`src/rtl/rtc_trim_pkg.sv`:
```
// constants for the periodic digital rate trim block
package rtc_trim_pkg;
    localparam int ADDR_W = 8;
    localparam int DATA_W = 32;

    // register indices; byte address is four times the index
    localparam logic [ADDR_W-1:0] IDX_CTRL = 8'h00;
    localparam logic [ADDR_W-1:0] IDX_STATUS = 8'h01;
    localparam logic [ADDR_W-1:0] IDX_DIGITAL_TRIM = 8'h08;
    localparam logic [ADDR_W-1:0] IDX_LOAD_CAP_TRIM = 8'h12;

    // reset values
    localparam logic [7:0] RST_DIGITAL_TRIM = 8'h00;
    localparam logic [7:0] RST_LOAD_CAP_TRIM = 8'h00;
    localparam logic RST_OSC_STOP = 1'b0;

    // digital_rate_trim fields
    localparam int MAG_LSB = 0;
    localparam int MAG_W = 5;
    localparam int SIGN_BIT = 5;
    localparam int FT_BIT = 6;
    localparam int OUT_BIT = 7;

    // load_cap_trim fields, steps of 0.25 pF
    localparam int CAP_MAG_W = 7;
    localparam int CAP_SIGN_BIT = 7;
    localparam logic [7:0] CAP_DEFAULT_Q = 8'h64;
    localparam logic [6:0] CAP_MAX_ADD_Q = 7'h27;
    localparam logic [6:0] CAP_MAX_REMOVE_Q = 7'h48;

    // control register fields
    localparam int OSC_STOP_BIT = 0;

    // status register fields
    localparam int ST_HUND_LSB = 0;
    localparam int ST_SEC_LSB = 8;
    localparam int ST_MIN_LSB = 16;
    localparam int ST_CORR_BIT = 24;

    // timing
    localparam int OSC_HZ = 32768;
    localparam int TRIM_STAGE_HZ = 512;
    localparam int PRESCALE = OSC_HZ / TRIM_STAGE_HZ;
    localparam int DIV_NORMAL = 512;
    localparam int DIV_FAST = 511;
    localparam int DIV_SLOW = 513;
    localparam int TICKS_PER_SEC = 100;
    localparam int SEC_PER_MIN = 60;
    localparam int CYCLE_MIN_POS = 8;
    localparam int CYCLE_MIN_NEG = 16;

    localparam logic [1:0] RESP_OKAY = 2'b00;
    localparam logic [1:0] RESP_SLVERR = 2'b10;
endpackage

```
`src/rtl/osc_prescaler.sv`:
```
// oscillator pin synchroniser and uncorrected divider down to 512 Hz
module osc_prescaler #(
    parameter int PRESCALE = 64
) (
    input wire logic aclk,
    input wire logic aresetn,
    input wire logic osc_in,
    input wire logic run,
    output logic tick_double,
    output logic tick_stage
);
    localparam int CW = $clog2(PRESCALE);

    logic [2:0] sync_r;
    logic [CW-1:0] cnt_r;
    logic [CW-1:0] cnt_nxt;

    wire osc_rise = sync_r[1] & ~sync_r[2];
    wire step = osc_rise & run;
    wire half_wrap = cnt_r[CW-2:0] == {(CW-1){1'b1}};
    wire full_wrap = cnt_r == {CW{1'b1}};

    assign cnt_nxt = step ? cnt_r + 1'b1 : cnt_r;

    always_ff @(posedge aclk) begin
        if (!aresetn) begin
            sync_r <= 3'b000;
            cnt_r <= '0;
            tick_double <= 1'b0;
            tick_stage <= 1'b0;
        end else begin
            sync_r <= {sync_r[1:0], osc_in};
            cnt_r <= cnt_nxt;
            tick_double <= step & half_wrap;
            tick_stage <= step & full_wrap;
        end
    end
endmodule

```
`src/rtl/rtc_rate_trim.sv`:
```
// periodic digital rate trim with axi4-lite register access
// How it works
// - all timing derives from 32768 Hz oscillator
// - normally 100 output ticks per 512 inputs
// - 100 Hz ticks count the fraction register
// - positive correction second: 100 per 511
// - negative correction second: 100 per 513
// - zero magnitude keeps normal ratio
// - first N seconds of cycle are corrected
// - cycle is 8 or 16 minutes
// - magnitude is five low bits, 0..31
// - bit 5 is sign, 1 speeds up
// - step about +4.068 or -2.034 ppm
// - trim acts at 512 Hz stage only
// - test output taken before corrected stage
// - analog trim sets load capacitance code
// - test pin toggles at 512 Hz when FT and OUT bits are both set and osc stop is clear
// - trim leaves test timing untouched
//
// Local design decision: the AXI4-Lite slave port.
module rtc_rate_trim (
    input wire logic aclk,
    input wire logic aresetn,
    input wire logic osc_in,
    input wire logic s_axi_awvalid,
    output logic s_axi_awready,
    input wire logic [rtc_trim_pkg::ADDR_W-1:0] s_axi_awaddr,
    input wire logic [2:0] s_axi_awprot,
    input wire logic s_axi_wvalid,
    output logic s_axi_wready,
    input wire logic [rtc_trim_pkg::DATA_W-1:0] s_axi_wdata,
    input wire logic [3:0] s_axi_wstrb,
    output logic s_axi_bvalid,
    input wire logic s_axi_bready,
    output logic [1:0] s_axi_bresp,
    input wire logic s_axi_arvalid,
    output logic s_axi_arready,
    input wire logic [rtc_trim_pkg::ADDR_W-1:0] s_axi_araddr,
    input wire logic [2:0] s_axi_arprot,
    output logic s_axi_rvalid,
    input wire logic s_axi_rready,
    output logic [rtc_trim_pkg::DATA_W-1:0] s_axi_rdata,
    output logic [1:0] s_axi_rresp,
    output logic hundredths_tick,
    output logic mp_out,
    output logic [7:0] input_side_load_cap,
    output logic [7:0] output_side_load_cap
);
    import rtc_trim_pkg::*;

    function automatic logic hit(input logic [ADDR_W-1:0] addr,
                                 input logic [ADDR_W-1:0] idx);
        hit = addr == ADDR_W'({idx, 2'b00});
    endfunction

    // software state
    logic [7:0] digital_rate_trim_r;
    logic [7:0] load_cap_trim_r;
    logic osc_stop_r;

    // time keeping state
    logic [9:0] acc_r;
    logic [6:0] hund_r;
    logic [5:0] sec_r;
    logic [3:0] min_r;
    logic toggle_r;

    // bus state
    logic aw_held_r;
    logic w_held_r;
    logic [ADDR_W-1:0] awaddr_r;
    logic [7:0] wbyte_r;
    logic wstrb0_r;

    wire tick_double;
    wire tick_stage;

    wire [MAG_W-1:0] trim_magnitude = digital_rate_trim_r[MAG_LSB +: MAG_W];
    wire trim_sign = digital_rate_trim_r[SIGN_BIT];
    wire freq_test_enable = digital_rate_trim_r[FT_BIT];
    wire out_level = digital_rate_trim_r[OUT_BIT];

    // oscillator prescaler, 32768 Hz down to 512 Hz
    osc_prescaler #(
        .PRESCALE(PRESCALE)
    ) u_prescaler (
        .aclk(aclk),
        .aresetn(aresetn),
        .osc_in(osc_in),
        .run(~osc_stop_r),
        .tick_double(tick_double),
        .tick_stage(tick_stage)
    );

    // cycle window: every 8th or 16th minute
    wire window_pos = min_r[2:0] == 3'(CYCLE_MIN_POS % 8);
    wire window_neg = min_r == 4'(CYCLE_MIN_NEG % 16);
    wire in_window = trim_sign ? window_pos : window_neg;
    // first N seconds of the cycle; N nonzero
    wire corr_active = (trim_magnitude != '0) & in_window &
                       (sec_r < {1'b0, trim_magnitude});
    // one step is one corrected second
    // pick the divisor for this second
    wire [9:0] div_sel = !corr_active ? 10'(DIV_NORMAL) :
                         trim_sign ? 10'(DIV_FAST) : 10'(DIV_SLOW);

    // 100 ticks per divisor inputs at the 512 Hz stage
    wire [10:0] acc_sum = {1'b0, acc_r} + 11'(TICKS_PER_SEC);
    wire emit = tick_stage & (acc_sum >= {1'b0, div_sel});
    wire [10:0] acc_less = acc_sum - {1'b0, div_sel};
    wire [9:0] acc_nxt = emit ? acc_less[9:0] :
                         tick_stage ? acc_sum[9:0] : acc_r;

    wire hund_wrap = hund_r == 7'(TICKS_PER_SEC - 1);
    wire sec_wrap = sec_r == 6'(SEC_PER_MIN - 1);
    wire [6:0] hund_nxt = !emit ? hund_r :
                          hund_wrap ? 7'h00 : hund_r + 7'h01;
    wire sec_step = emit & hund_wrap;
    wire [5:0] sec_nxt = !sec_step ? sec_r :
                         sec_wrap ? 6'h00 : sec_r + 6'h01;
    // minute rollover starts each correction cycle
    wire [3:0] min_nxt = (sec_step & sec_wrap) ? min_r + 4'h1 : min_r;

    always_ff @(posedge aclk) begin
        if (!aresetn) begin
            acc_r <= 10'h000;
            hund_r <= 7'h00;
            sec_r <= 6'h00;
            min_r <= 4'h0;
            hundredths_tick <= 1'b0;
        end else begin
            acc_r <= acc_nxt;
            hund_r <= hund_nxt;
            sec_r <= sec_nxt;
            min_r <= min_nxt;
            hundredths_tick <= emit;
        end
    end

    // test pin fed from uncorrected 1024 Hz edges
    wire test_mode = freq_test_enable & out_level & ~osc_stop_r;
    wire toggle_nxt = !test_mode ? 1'b0 :
                      tick_double ? ~toggle_r : toggle_r;

    always_ff @(posedge aclk) begin
        if (!aresetn) begin
            toggle_r <= 1'b0;
            mp_out <= 1'b0;
        end else begin
            toggle_r <= toggle_nxt;
            mp_out <= test_mode ? toggle_nxt : out_level;
        end
    end

    // load capacitance per side in 0.25 pF steps
    wire [CAP_MAG_W-1:0] cap_mag = load_cap_trim_r[CAP_MAG_W-1:0];
    wire cap_remove = load_cap_trim_r[CAP_SIGN_BIT];
    wire cap_valid = cap_remove ? (cap_mag <= CAP_MAX_REMOVE_Q) :
                                  (cap_mag <= CAP_MAX_ADD_Q);
    wire [7:0] cap_q = !cap_valid ? CAP_DEFAULT_Q :
                       cap_remove ? CAP_DEFAULT_Q - {1'b0, cap_mag} :
                                    CAP_DEFAULT_Q + {1'b0, cap_mag};

    always_ff @(posedge aclk) begin
        if (!aresetn) begin
            input_side_load_cap <= CAP_DEFAULT_Q;
            output_side_load_cap <= CAP_DEFAULT_Q;
        end else begin
            input_side_load_cap <= cap_q;
            output_side_load_cap <= cap_q;
        end
    end

    // write channel
    wire aw_take = s_axi_awvalid & s_axi_awready;
    wire w_take = s_axi_wvalid & s_axi_wready;
    wire do_write = aw_held_r & w_held_r & ~s_axi_bvalid;
    wire aw_held_nxt = do_write ? 1'b0 : (aw_take | aw_held_r);
    wire w_held_nxt = do_write ? 1'b0 : (w_take | w_held_r);
    wire bvalid_nxt = do_write | (s_axi_bvalid & ~s_axi_bready);

    wire wr_ctrl = hit(awaddr_r, IDX_CTRL);
    wire wr_status = hit(awaddr_r, IDX_STATUS);
    wire wr_dig = hit(awaddr_r, IDX_DIGITAL_TRIM);
    wire wr_cap = hit(awaddr_r, IDX_LOAD_CAP_TRIM);
    wire wr_mapped = wr_ctrl | wr_status | wr_dig | wr_cap;
    wire wr_en = do_write & wstrb0_r;

    always_ff @(posedge aclk) begin
        if (!aresetn) begin
            aw_held_r <= 1'b0;
            w_held_r <= 1'b0;
            awaddr_r <= '0;
            wbyte_r <= 8'h00;
            wstrb0_r <= 1'b0;
            s_axi_awready <= 1'b0;
            s_axi_wready <= 1'b0;
            s_axi_bvalid <= 1'b0;
            s_axi_bresp <= RESP_OKAY;
        end else begin
            aw_held_r <= aw_held_nxt;
            w_held_r <= w_held_nxt;
            if (aw_take) begin
                awaddr_r <= s_axi_awaddr;
            end
            if (w_take) begin
                wbyte_r <= s_axi_wdata[7:0];
                wstrb0_r <= s_axi_wstrb[0];
            end
            s_axi_awready <= ~aw_held_nxt;
            s_axi_wready <= ~w_held_nxt;
            s_axi_bvalid <= bvalid_nxt;
            if (do_write) begin
                s_axi_bresp <= wr_mapped ? RESP_OKAY : RESP_SLVERR;
            end
        end
    end

    // trim registers take effect at once
    always_ff @(posedge aclk) begin
        if (!aresetn) begin
            digital_rate_trim_r <= RST_DIGITAL_TRIM;
            load_cap_trim_r <= RST_LOAD_CAP_TRIM;
            osc_stop_r <= RST_OSC_STOP;
        end else begin
            if (wr_en & wr_dig) begin
                digital_rate_trim_r <= wbyte_r;
            end
            if (wr_en & wr_cap) begin
                load_cap_trim_r <= wbyte_r;
            end
            if (wr_en & wr_ctrl) begin
                osc_stop_r <= wbyte_r[OSC_STOP_BIT];
            end
        end
    end

    // read channel
    wire ar_take = s_axi_arvalid & s_axi_arready;
    wire rvalid_nxt = ar_take | (s_axi_rvalid & ~s_axi_rready);

    wire rd_ctrl = hit(s_axi_araddr, IDX_CTRL);
    wire rd_status = hit(s_axi_araddr, IDX_STATUS);
    wire rd_dig = hit(s_axi_araddr, IDX_DIGITAL_TRIM);
    wire rd_cap = hit(s_axi_araddr, IDX_LOAD_CAP_TRIM);
    wire rd_mapped = rd_ctrl | rd_status | rd_dig | rd_cap;

    wire [DATA_W-1:0] status_word =
        (DATA_W'(corr_active) << ST_CORR_BIT) |
        (DATA_W'(min_r) << ST_MIN_LSB) |
        (DATA_W'(sec_r) << ST_SEC_LSB) |
        (DATA_W'(hund_r) << ST_HUND_LSB);
    wire [DATA_W-1:0] rd_word =
        rd_ctrl ? (DATA_W'(osc_stop_r) << OSC_STOP_BIT) :
        rd_status ? status_word :
        rd_dig ? DATA_W'(digital_rate_trim_r) :
        rd_cap ? DATA_W'(load_cap_trim_r) : '0;

    always_ff @(posedge aclk) begin
        if (!aresetn) begin
            s_axi_arready <= 1'b0;
            s_axi_rvalid <= 1'b0;
            s_axi_rdata <= '0;
            s_axi_rresp <= RESP_OKAY;
        end else begin
            s_axi_arready <= ~rvalid_nxt;
            s_axi_rvalid <= rvalid_nxt;
            if (ar_take) begin
                s_axi_rdata <= rd_word;
                s_axi_rresp <= rd_mapped ? RESP_OKAY : RESP_SLVERR;
            end
        end
    end
endmodule

```
`config.mk`:
```
export PLATFORM = sky130hd
export DESIGN_NAME = rtc_rate_trim
export DESIGN_NICKNAME = d
export VERILOG_FILES = /design/src/rtl/rtc_trim_pkg.sv /design/src/rtl/osc_prescaler.sv /design/src/rtl/rtc_rate_trim.sv
export SDC_FILE = /design/constraint.sdc
export NUM_CORES = 1
export LEC_CHECK = 0
export ABC_AREA = 1
export BUFFER_PORTS_ARGS = -buffer_cell sky130_fd_sc_hd__clkbuf_2
export CAP_MARGIN = 20
export CORE_MARGIN = 2
export CORE_UTILIZATION = 45
export CTS_CLUSTER_SIZE = 14
export DETAILED_ROUTE_END_ITERATION = 10
export PLACE_DENSITY = 0.81
export SYNTH_ARGS = -nofsm -noshare
export SYNTH_HDL_FRONTEND = slang
export SYNTH_SLANG_ARGS = --single-unit
```
`constraint.sdc`:
```
create_clock -name aclk -period 3.1 [get_ports aclk]
set_clock_uncertainty 0.05 [all_clocks]
set_input_delay 0.775 -clock aclk [delete_from_list [all_inputs] [get_ports aclk]]
set_output_delay 0.775 -clock aclk [all_outputs]
set_load 0.01 [all_outputs]
```
-- Yosys cells after proc, flatten, opt, wreduce, memory -nomap -nowiden
Cells that the tools add are included.
- logic and storage cells: 121
- register bits after elaboration: 126
- output and inout port bits: 59
- input port bits: 66
- reduce and logical (&&, ||, !) cells: 7
- eq/ne operators: 10
- order comparisons: 4
- multiplexer cells: 20
- bitwise logic cells: 44
- add/sub/neg operators: 8
- operators with widths (cell ; count):
    $mux W25 ; 2
    $mux W10 ; 4
    $or A25 B14 Y25 ; 1
    $or A25 B20 Y25 ; 1
    $or A25 B7 Y25 ; 1
    $mux W8 ; 3
    $and A1 B1 Y1 ; 22
    $eq A8 B3 Y1 const B ; 2
    $eq A8 B6 Y1 const B ; 2
    $eq A8 B7 Y1 const B ; 2
    $logic_not A8 Y1 ; 2
    $add A6 B1 Y6 const B ; 2
    $eq A6 B6 Y1 const B ; 2
    $add A10 B7 Y11 const B ; 1
    $ge A11 B10 Y1 ; 1
    $or A1 B1 Y1 ; 10
    $sub A10 B10 Y10 ; 1
    $not A1 Y1 ; 9
    $add A7 B7 Y8 const A ; 1
    $sub A7 B7 Y8 const A ; 1
    $add A7 B1 Y7 const B ; 1
    $eq A7 B7 Y1 const B ; 1
    $le A7 B6 Y1 const B ; 1
    $le A7 B7 Y1 const B ; 1
    other kinds (12) ; 19

-- Logic depth before layout (Yosys ltp)
- depth after elaboration: 9
- depth in mapped cells: 25
- depth with buffers taken out: 25

-- By module
A second synthesis with hierarchy kept.
- cell total of the unflattened synthesis: 814
- area, all modules: 5796.8 um2
- by module, submodules not included (module ; times used ; cells an instance ; area each (um2) ; sequential area each (um2)):
    rtc_rate_trim ; 1 ; 753 ; 5331.4 ; 2001.9
    osc_prescaler ; 1 ; 61 ; 465.4 ; 220.2

-- Least setup slack after synthesis
Ideal clock, no wire load.
- path kind: register to register
- from: reg digital_rate_trim_r[3]
- to: reg hund_r[0]
- library setup time: 0.066 ns
- arrival time: 2.955 ns
- stages on the path, launching flop included: 23
- buffers on the path: 2
- setup slack: 0.029 ns
- period minus slack after synthesis: 3.071 ns
- data required time: 2.984 ns
- cells stage by stage: dfxtp_1 inv_1 ha_1 nand2_1 a21oi_1 nor2_4 nand4_2 ha_1 a21oi_1 nand2_1 a31oi_1 nor2_1 nand3_1 nand2_1 nand2_1 nand2_2 nand2_2 nand2_4 nand2_4 buf_6 buf_6 nand2_1 a21oi_2
- longest elaborated chain between the ends: 6
- elaborated cells between the ends (all ways): 7
- classes of those cells: 2 x order compare; 1 x mux; 3 x bitwise; 1 x reduce/logical
- RTL lines (what ; line ; RTL):
    from (decl) ; rtc_rate_trim.sv:57 ; logic [7:0] digital_rate_trim_r;
    from (signal assigned) ; rtc_rate_trim.sv:227 ; digital_rate_trim_r <= wbyte_r;
    parallel branches: the longest is 2 deep, another holds $lt A6 B5 Y1 ; n/a ;
    $and A1 B1 Y1 (*) ; rtc_rate_trim.sv:100 ; wire corr_active = (trim_magnitude != '0) & in_window &
    $mux W10 (*) ; rtc_rate_trim.sv:104 ; wire [9:0] div_sel = !corr_active ? 10'(DIV_NORMAL) :
    $ge A11 B10 Y1 (*) ; rtc_rate_trim.sv:109 ; wire emit = tick_stage & (acc_sum >= {1'b0, div_sel});
    $and A1 B1 Y1 (*) ; rtc_rate_trim.sv:109 ;
    to (signal assigned) ; rtc_rate_trim.sv:133 ; hund_r <= hund_nxt;
    to (decl) ; rtc_rate_trim.sv:63 ; logic [6:0] hund_r;
Mark *: on every way between the ends.
A chain may end at the register's enable or synchronous reset.

-- Worst setup path in the final report
- from: reg sec_r[4]
- to: reg acc_r[8]
- longest elaborated chain between the ends: 6
- elaborated cells between the ends (all ways): 8
- classes of those cells: 1 x add/sub; 2 x order compare; 2 x mux; 2 x bitwise; 1 x reduce/logical
- RTL lines (what ; line ; RTL):
    from (decl) ; rtc_rate_trim.sv:64 ; logic [5:0] sec_r;
    from (signal assigned) ; rtc_rate_trim.sv:134 ; sec_r <= sec_nxt;
    $lt A6 B5 Y1 (*) ; rtc_rate_trim.sv:101 ; (sec_r < {1'b0, trim_magnitude});
    $and A1 B1 Y1 (*) ; rtc_rate_trim.sv:100 ;
    $mux W10 (*) ; rtc_rate_trim.sv:104 ;
    $ge A11 B10 Y1 ; rtc_rate_trim.sv:109 ;
    $and A1 B1 Y1 ; rtc_rate_trim.sv:109 ;
    $mux W10 / $reduce_bool A2 Y1 (equally long branches) ; n/a ;
    to (signal assigned) ; rtc_rate_trim.sv:132 ; acc_r <= acc_nxt;
    to (decl) ; rtc_rate_trim.sv:62 ; logic [9:0] acc_r;
Mark *: on every way between the ends. The rest lies on a longest branch, timed or not.

==> metrics.md <==
| Metric | Value |
|---|---|
| Status | finished, final reports clean |
| Hpwl dp | 8.96 mm |
| Die width | 116 um |
| CTS clk-pin slew, worst paths | 0.07 ns |
| Place WS | -0.0274 ns |
| DIE AREA | 13400 um^2 |
| Commonest non-fill, non-tap cell in the layout | nand2_1 |
| Core area | 12100 um^2 |
| Final ANT Viol Nets | 0 |
| Comb pwr share | 5.7% |
| Via count | 5216 |
| Clock Latency Late Sink | 0.36 ns |
| Via density | 4.96 |
| Drt first pass iters | 5 |
| Ports | 125 |
| CP max FO | 7 |
| Final setup margin | 0.0199 ns |
| Slowest cell on the critical path | dfxtp_1 |
| Sequential area share after synthesis | 39.6% |
| WP data arrival | 3.33 ns |
| Period Utilization, post-route | 99.4% |
| Critical-path cell list | ha_4 -> nand2_2 -> a21oi_2 -> nor2_4 -> nand4_4 -> ha_4 -> a21oi_2 -> nand2_2 -> a31oi_4 -> nor2_1 -> nand3_1 -> nand2_2 -> nand2_2 -> nand2_2 -> nand2_2 -> nand2_4 -> buf_4 -> buf_4 -> a21oi_2 -> nand2_1 -> a21oi_1 |
| Measured slew at the worst slew-check pin | 0.968 ns |
| Clk buf depth | 2 |
| Post-synthesis cell count | 778 |
| Synth Area in Simple Gates | 24.5% |
| CTS root buf | clkbuf_16 |
| Fin. Hold Viols | 0 |
| Synth cell types | 41 |
| Flop pwr share | 53.8% |
| Num CTS Buffers | 9 |
| Hold-fix buffers at CTS | 0 |
| RSZ-0062 raised after global routing | yes |
| Worst EP required | 3.35 ns |
| Finished Cell Area | 6820 um^2 |
| Starting density of the core | 46.3% |
| Slew Viols, Final | 0 |
| Main combinational cell family by area after synthesis | simple AND/OR/NAND/NOR gates |
| FMAX | 0.325 GHz |
| Leakage power total | 2.92 nW |
| Initial antenna violation count | 0 |
| Cell Area, Synth | 5610 um^2 |
| Grt total ovfl | 0 |
| Xor and xnor fraction of the mapped netlist area | 2.66% |
| Fin crit period | 3.08 ns |
| Count of buffers from port buffering | 76 |
| Critical path's largest stage delay | 0.40 ns |
| Clock power frac | 40.5% |
| NetSw | 672 uW |
| Setup crit end kind | register |
| Routed WL per cell | 12.4 um |
| Global-route usage over all layers | 19.1% |
| Fill cells | 1096 |
| Initial DRC count | 295 |
| Vias in the first global route | 4678 |
| Diode count | 0 |
| Register bit count reported by yosys | 111 |
| Crit path launch type | register |
| Most frequent cells in the layout | nand2_1, dfxtp_1, nor2_1 |
| First-pass GRT wire length | 20.8 mm |
| Most used cell, CP | nand2_2 |
| Post-synthesis mux area share | 0.201% |
| Hold Crit Class | reg2reg |
| Int Pwr | 2.06 mW |
| Max-cap violation count | 0 |
| Final setup viols | 0 |
| Avg Cell Area, Syn | 7.21 um^2 |
| Number of H-tree levels | 3 |
| Power Density | 401 nW/um^2 |
| Fraction of layout cells with a size suffix above 1 | 23.1% |
| Relative slew slack | 35.3% |
| Overall power | 2.73 mW |
| Final wirelength | 13.0 mm |
| Final net count | 969 |
| Post-Synth Adder-Cell Area | 5.71% |
| Delay-heaviest family, CP | simple AND/OR/NAND/NOR gates |
| TritonCTS clock tree | built |
| Dpl cell area | 6260 um^2 |
| Die H | 116 um |
| Setup CP Type | reg2reg |
| DRC errors left | 0 |
| Placement row count | 40 |
| Placer Congestion | 0.880 |
| P&R area growth vs syn | 21.6% |
| Worst path buffer plus inverter count | 2 |
| Pin count of the biggest net entering global routing | 54 |
| Compound-Gate Fraction of Synth Area | 16.0% |
| Max VDD drop | 0.000332 V |
| CTS sink count | 111 |
| Yosys Warn Count | 0 |
| Switching Share | 24.6% |
## final cells by class
type                    instances  area [um^2]  area share, %
multi-input cells             540         3000           43.9
well taps                     168          210           3.08
inverters                      96          370           5.43
clock buffers                  11          233           3.41
repair buffers                120          738           10.8
clock inverters                 5         42.5          0.624
flip-flops and latches        111         2230           32.7
## sequential cells by signal (all words and copies together) (netlist names), 3 cells and up
signal and cells:
u_prescaler.cnt_r 6, wbyte_r 8, awaddr_r 8, load_cap_trim_r 8, s_axi_rdata 19, output_side_load_cap 8
u_prescaler.sync_r 3, min_r 4, acc_r 10, digital_rate_trim_r 8, hund_r 7, sec_r 6
## worst min-delay path, stage by stage, from the launching register on
cell and delay, ns:
dfxtp_1 0.31, nand2_1 0.04, inv_1 0.04
## cell families after synthesis
| family | Yosys count |
|---|---|
| compound gates | 163 |
| xor+xnor | 17 |
| fa+ha+maj | 25 |
| buf+inv | 141 |
| flops | 111 |
| mux | 1 |
| other cells | 1 |
| simple gates | 319 |
## power groups by stage
stage               clock (mW)  sequential (mW)  combinational [mW]
global route              1.16             1.47               0.181
detailed placement           0             1.50               0.155
CTS                       1.11             1.47               0.156
global placement             0             1.50               0.152
finish                    1.11             1.47               0.157
floorplan                    0             1.50               0.112
## final timing paths
check	start	end	slack, ns	cells after the start
hold reg to reg	u_prescaler.sync_r[0]	u_prescaler.sync_r[1]	0.37	2
hold / removal	u_prescaler.sync_r[0]	u_prescaler.sync_r[1]	0.37	2
setup reg to reg	sec_r[4]	acc_r[8]	0.02	21
setup / recovery	sec_r[4]	acc_r[8]	0.02	21
## what timing repair did
action                                  in CTS  in global routing
gates resized for setup                      5                 55
buffers inserted                             0                  9
endpoints found under the setup margin      21                 28
pin swaps                                    1                 21
## synth_stat cells (all sizes together)
cell type	n	area share [%]
nand2	163	11
dfxtp	111	40
inv	93	6.2
nor2	93	6.5
a21oi	83	7.5
o21ai	56	5.0
nand3	27	2.7
buf	25	3.5
ha	24	5.4
clkbuf	20	1.3
nor3	14	1.2
xor2	11	1.7
nand4	10	1.2
a211oi	8	1.1
nor4	6	0.78
xnor2	6	0.94
or2	5	0.56
o221ai	4	0.62
clkinv	3	0.20
o211ai	3	0.40
o31ai	3	0.49
a31o	2	0.31
a31oi	2	0.22
a311oi	1	0.16
conb	1	0.067
fa	1	0.36
mux2	1	0.20
nand3b	1	0.13
o2bb2ai	1	0.16
## metrics by stage
stage | utilization, % | std cells | hold slack (ns) | setup TNS [ns]
final | 56.3 | 1051 | 0.369 | 0
after global routing | 56.3 | 1051 | 0.390 | -2.60
after CTS | 54.3 | 1042 | 0.368 | 0
after detailed placement | 51.7 | 1026 | 0.351 | -0.0867
after global placement | 51.7 | 1026 | 0.345 | 0
after floorplan | - | 792 | 0.340 | 0
## metal layers
layer,track usage (%),wire length (um),part of all wire (%),vias to the layer above
met3,4.29,550,4.2,31
met5,0,0,0,-
met1,23.3,5940,46,2371
li1,-,-,-,2693
met4,7.38,365,2.8,0
met2,32.9,6170,47,121
Power figures use the tool's default switching activity.
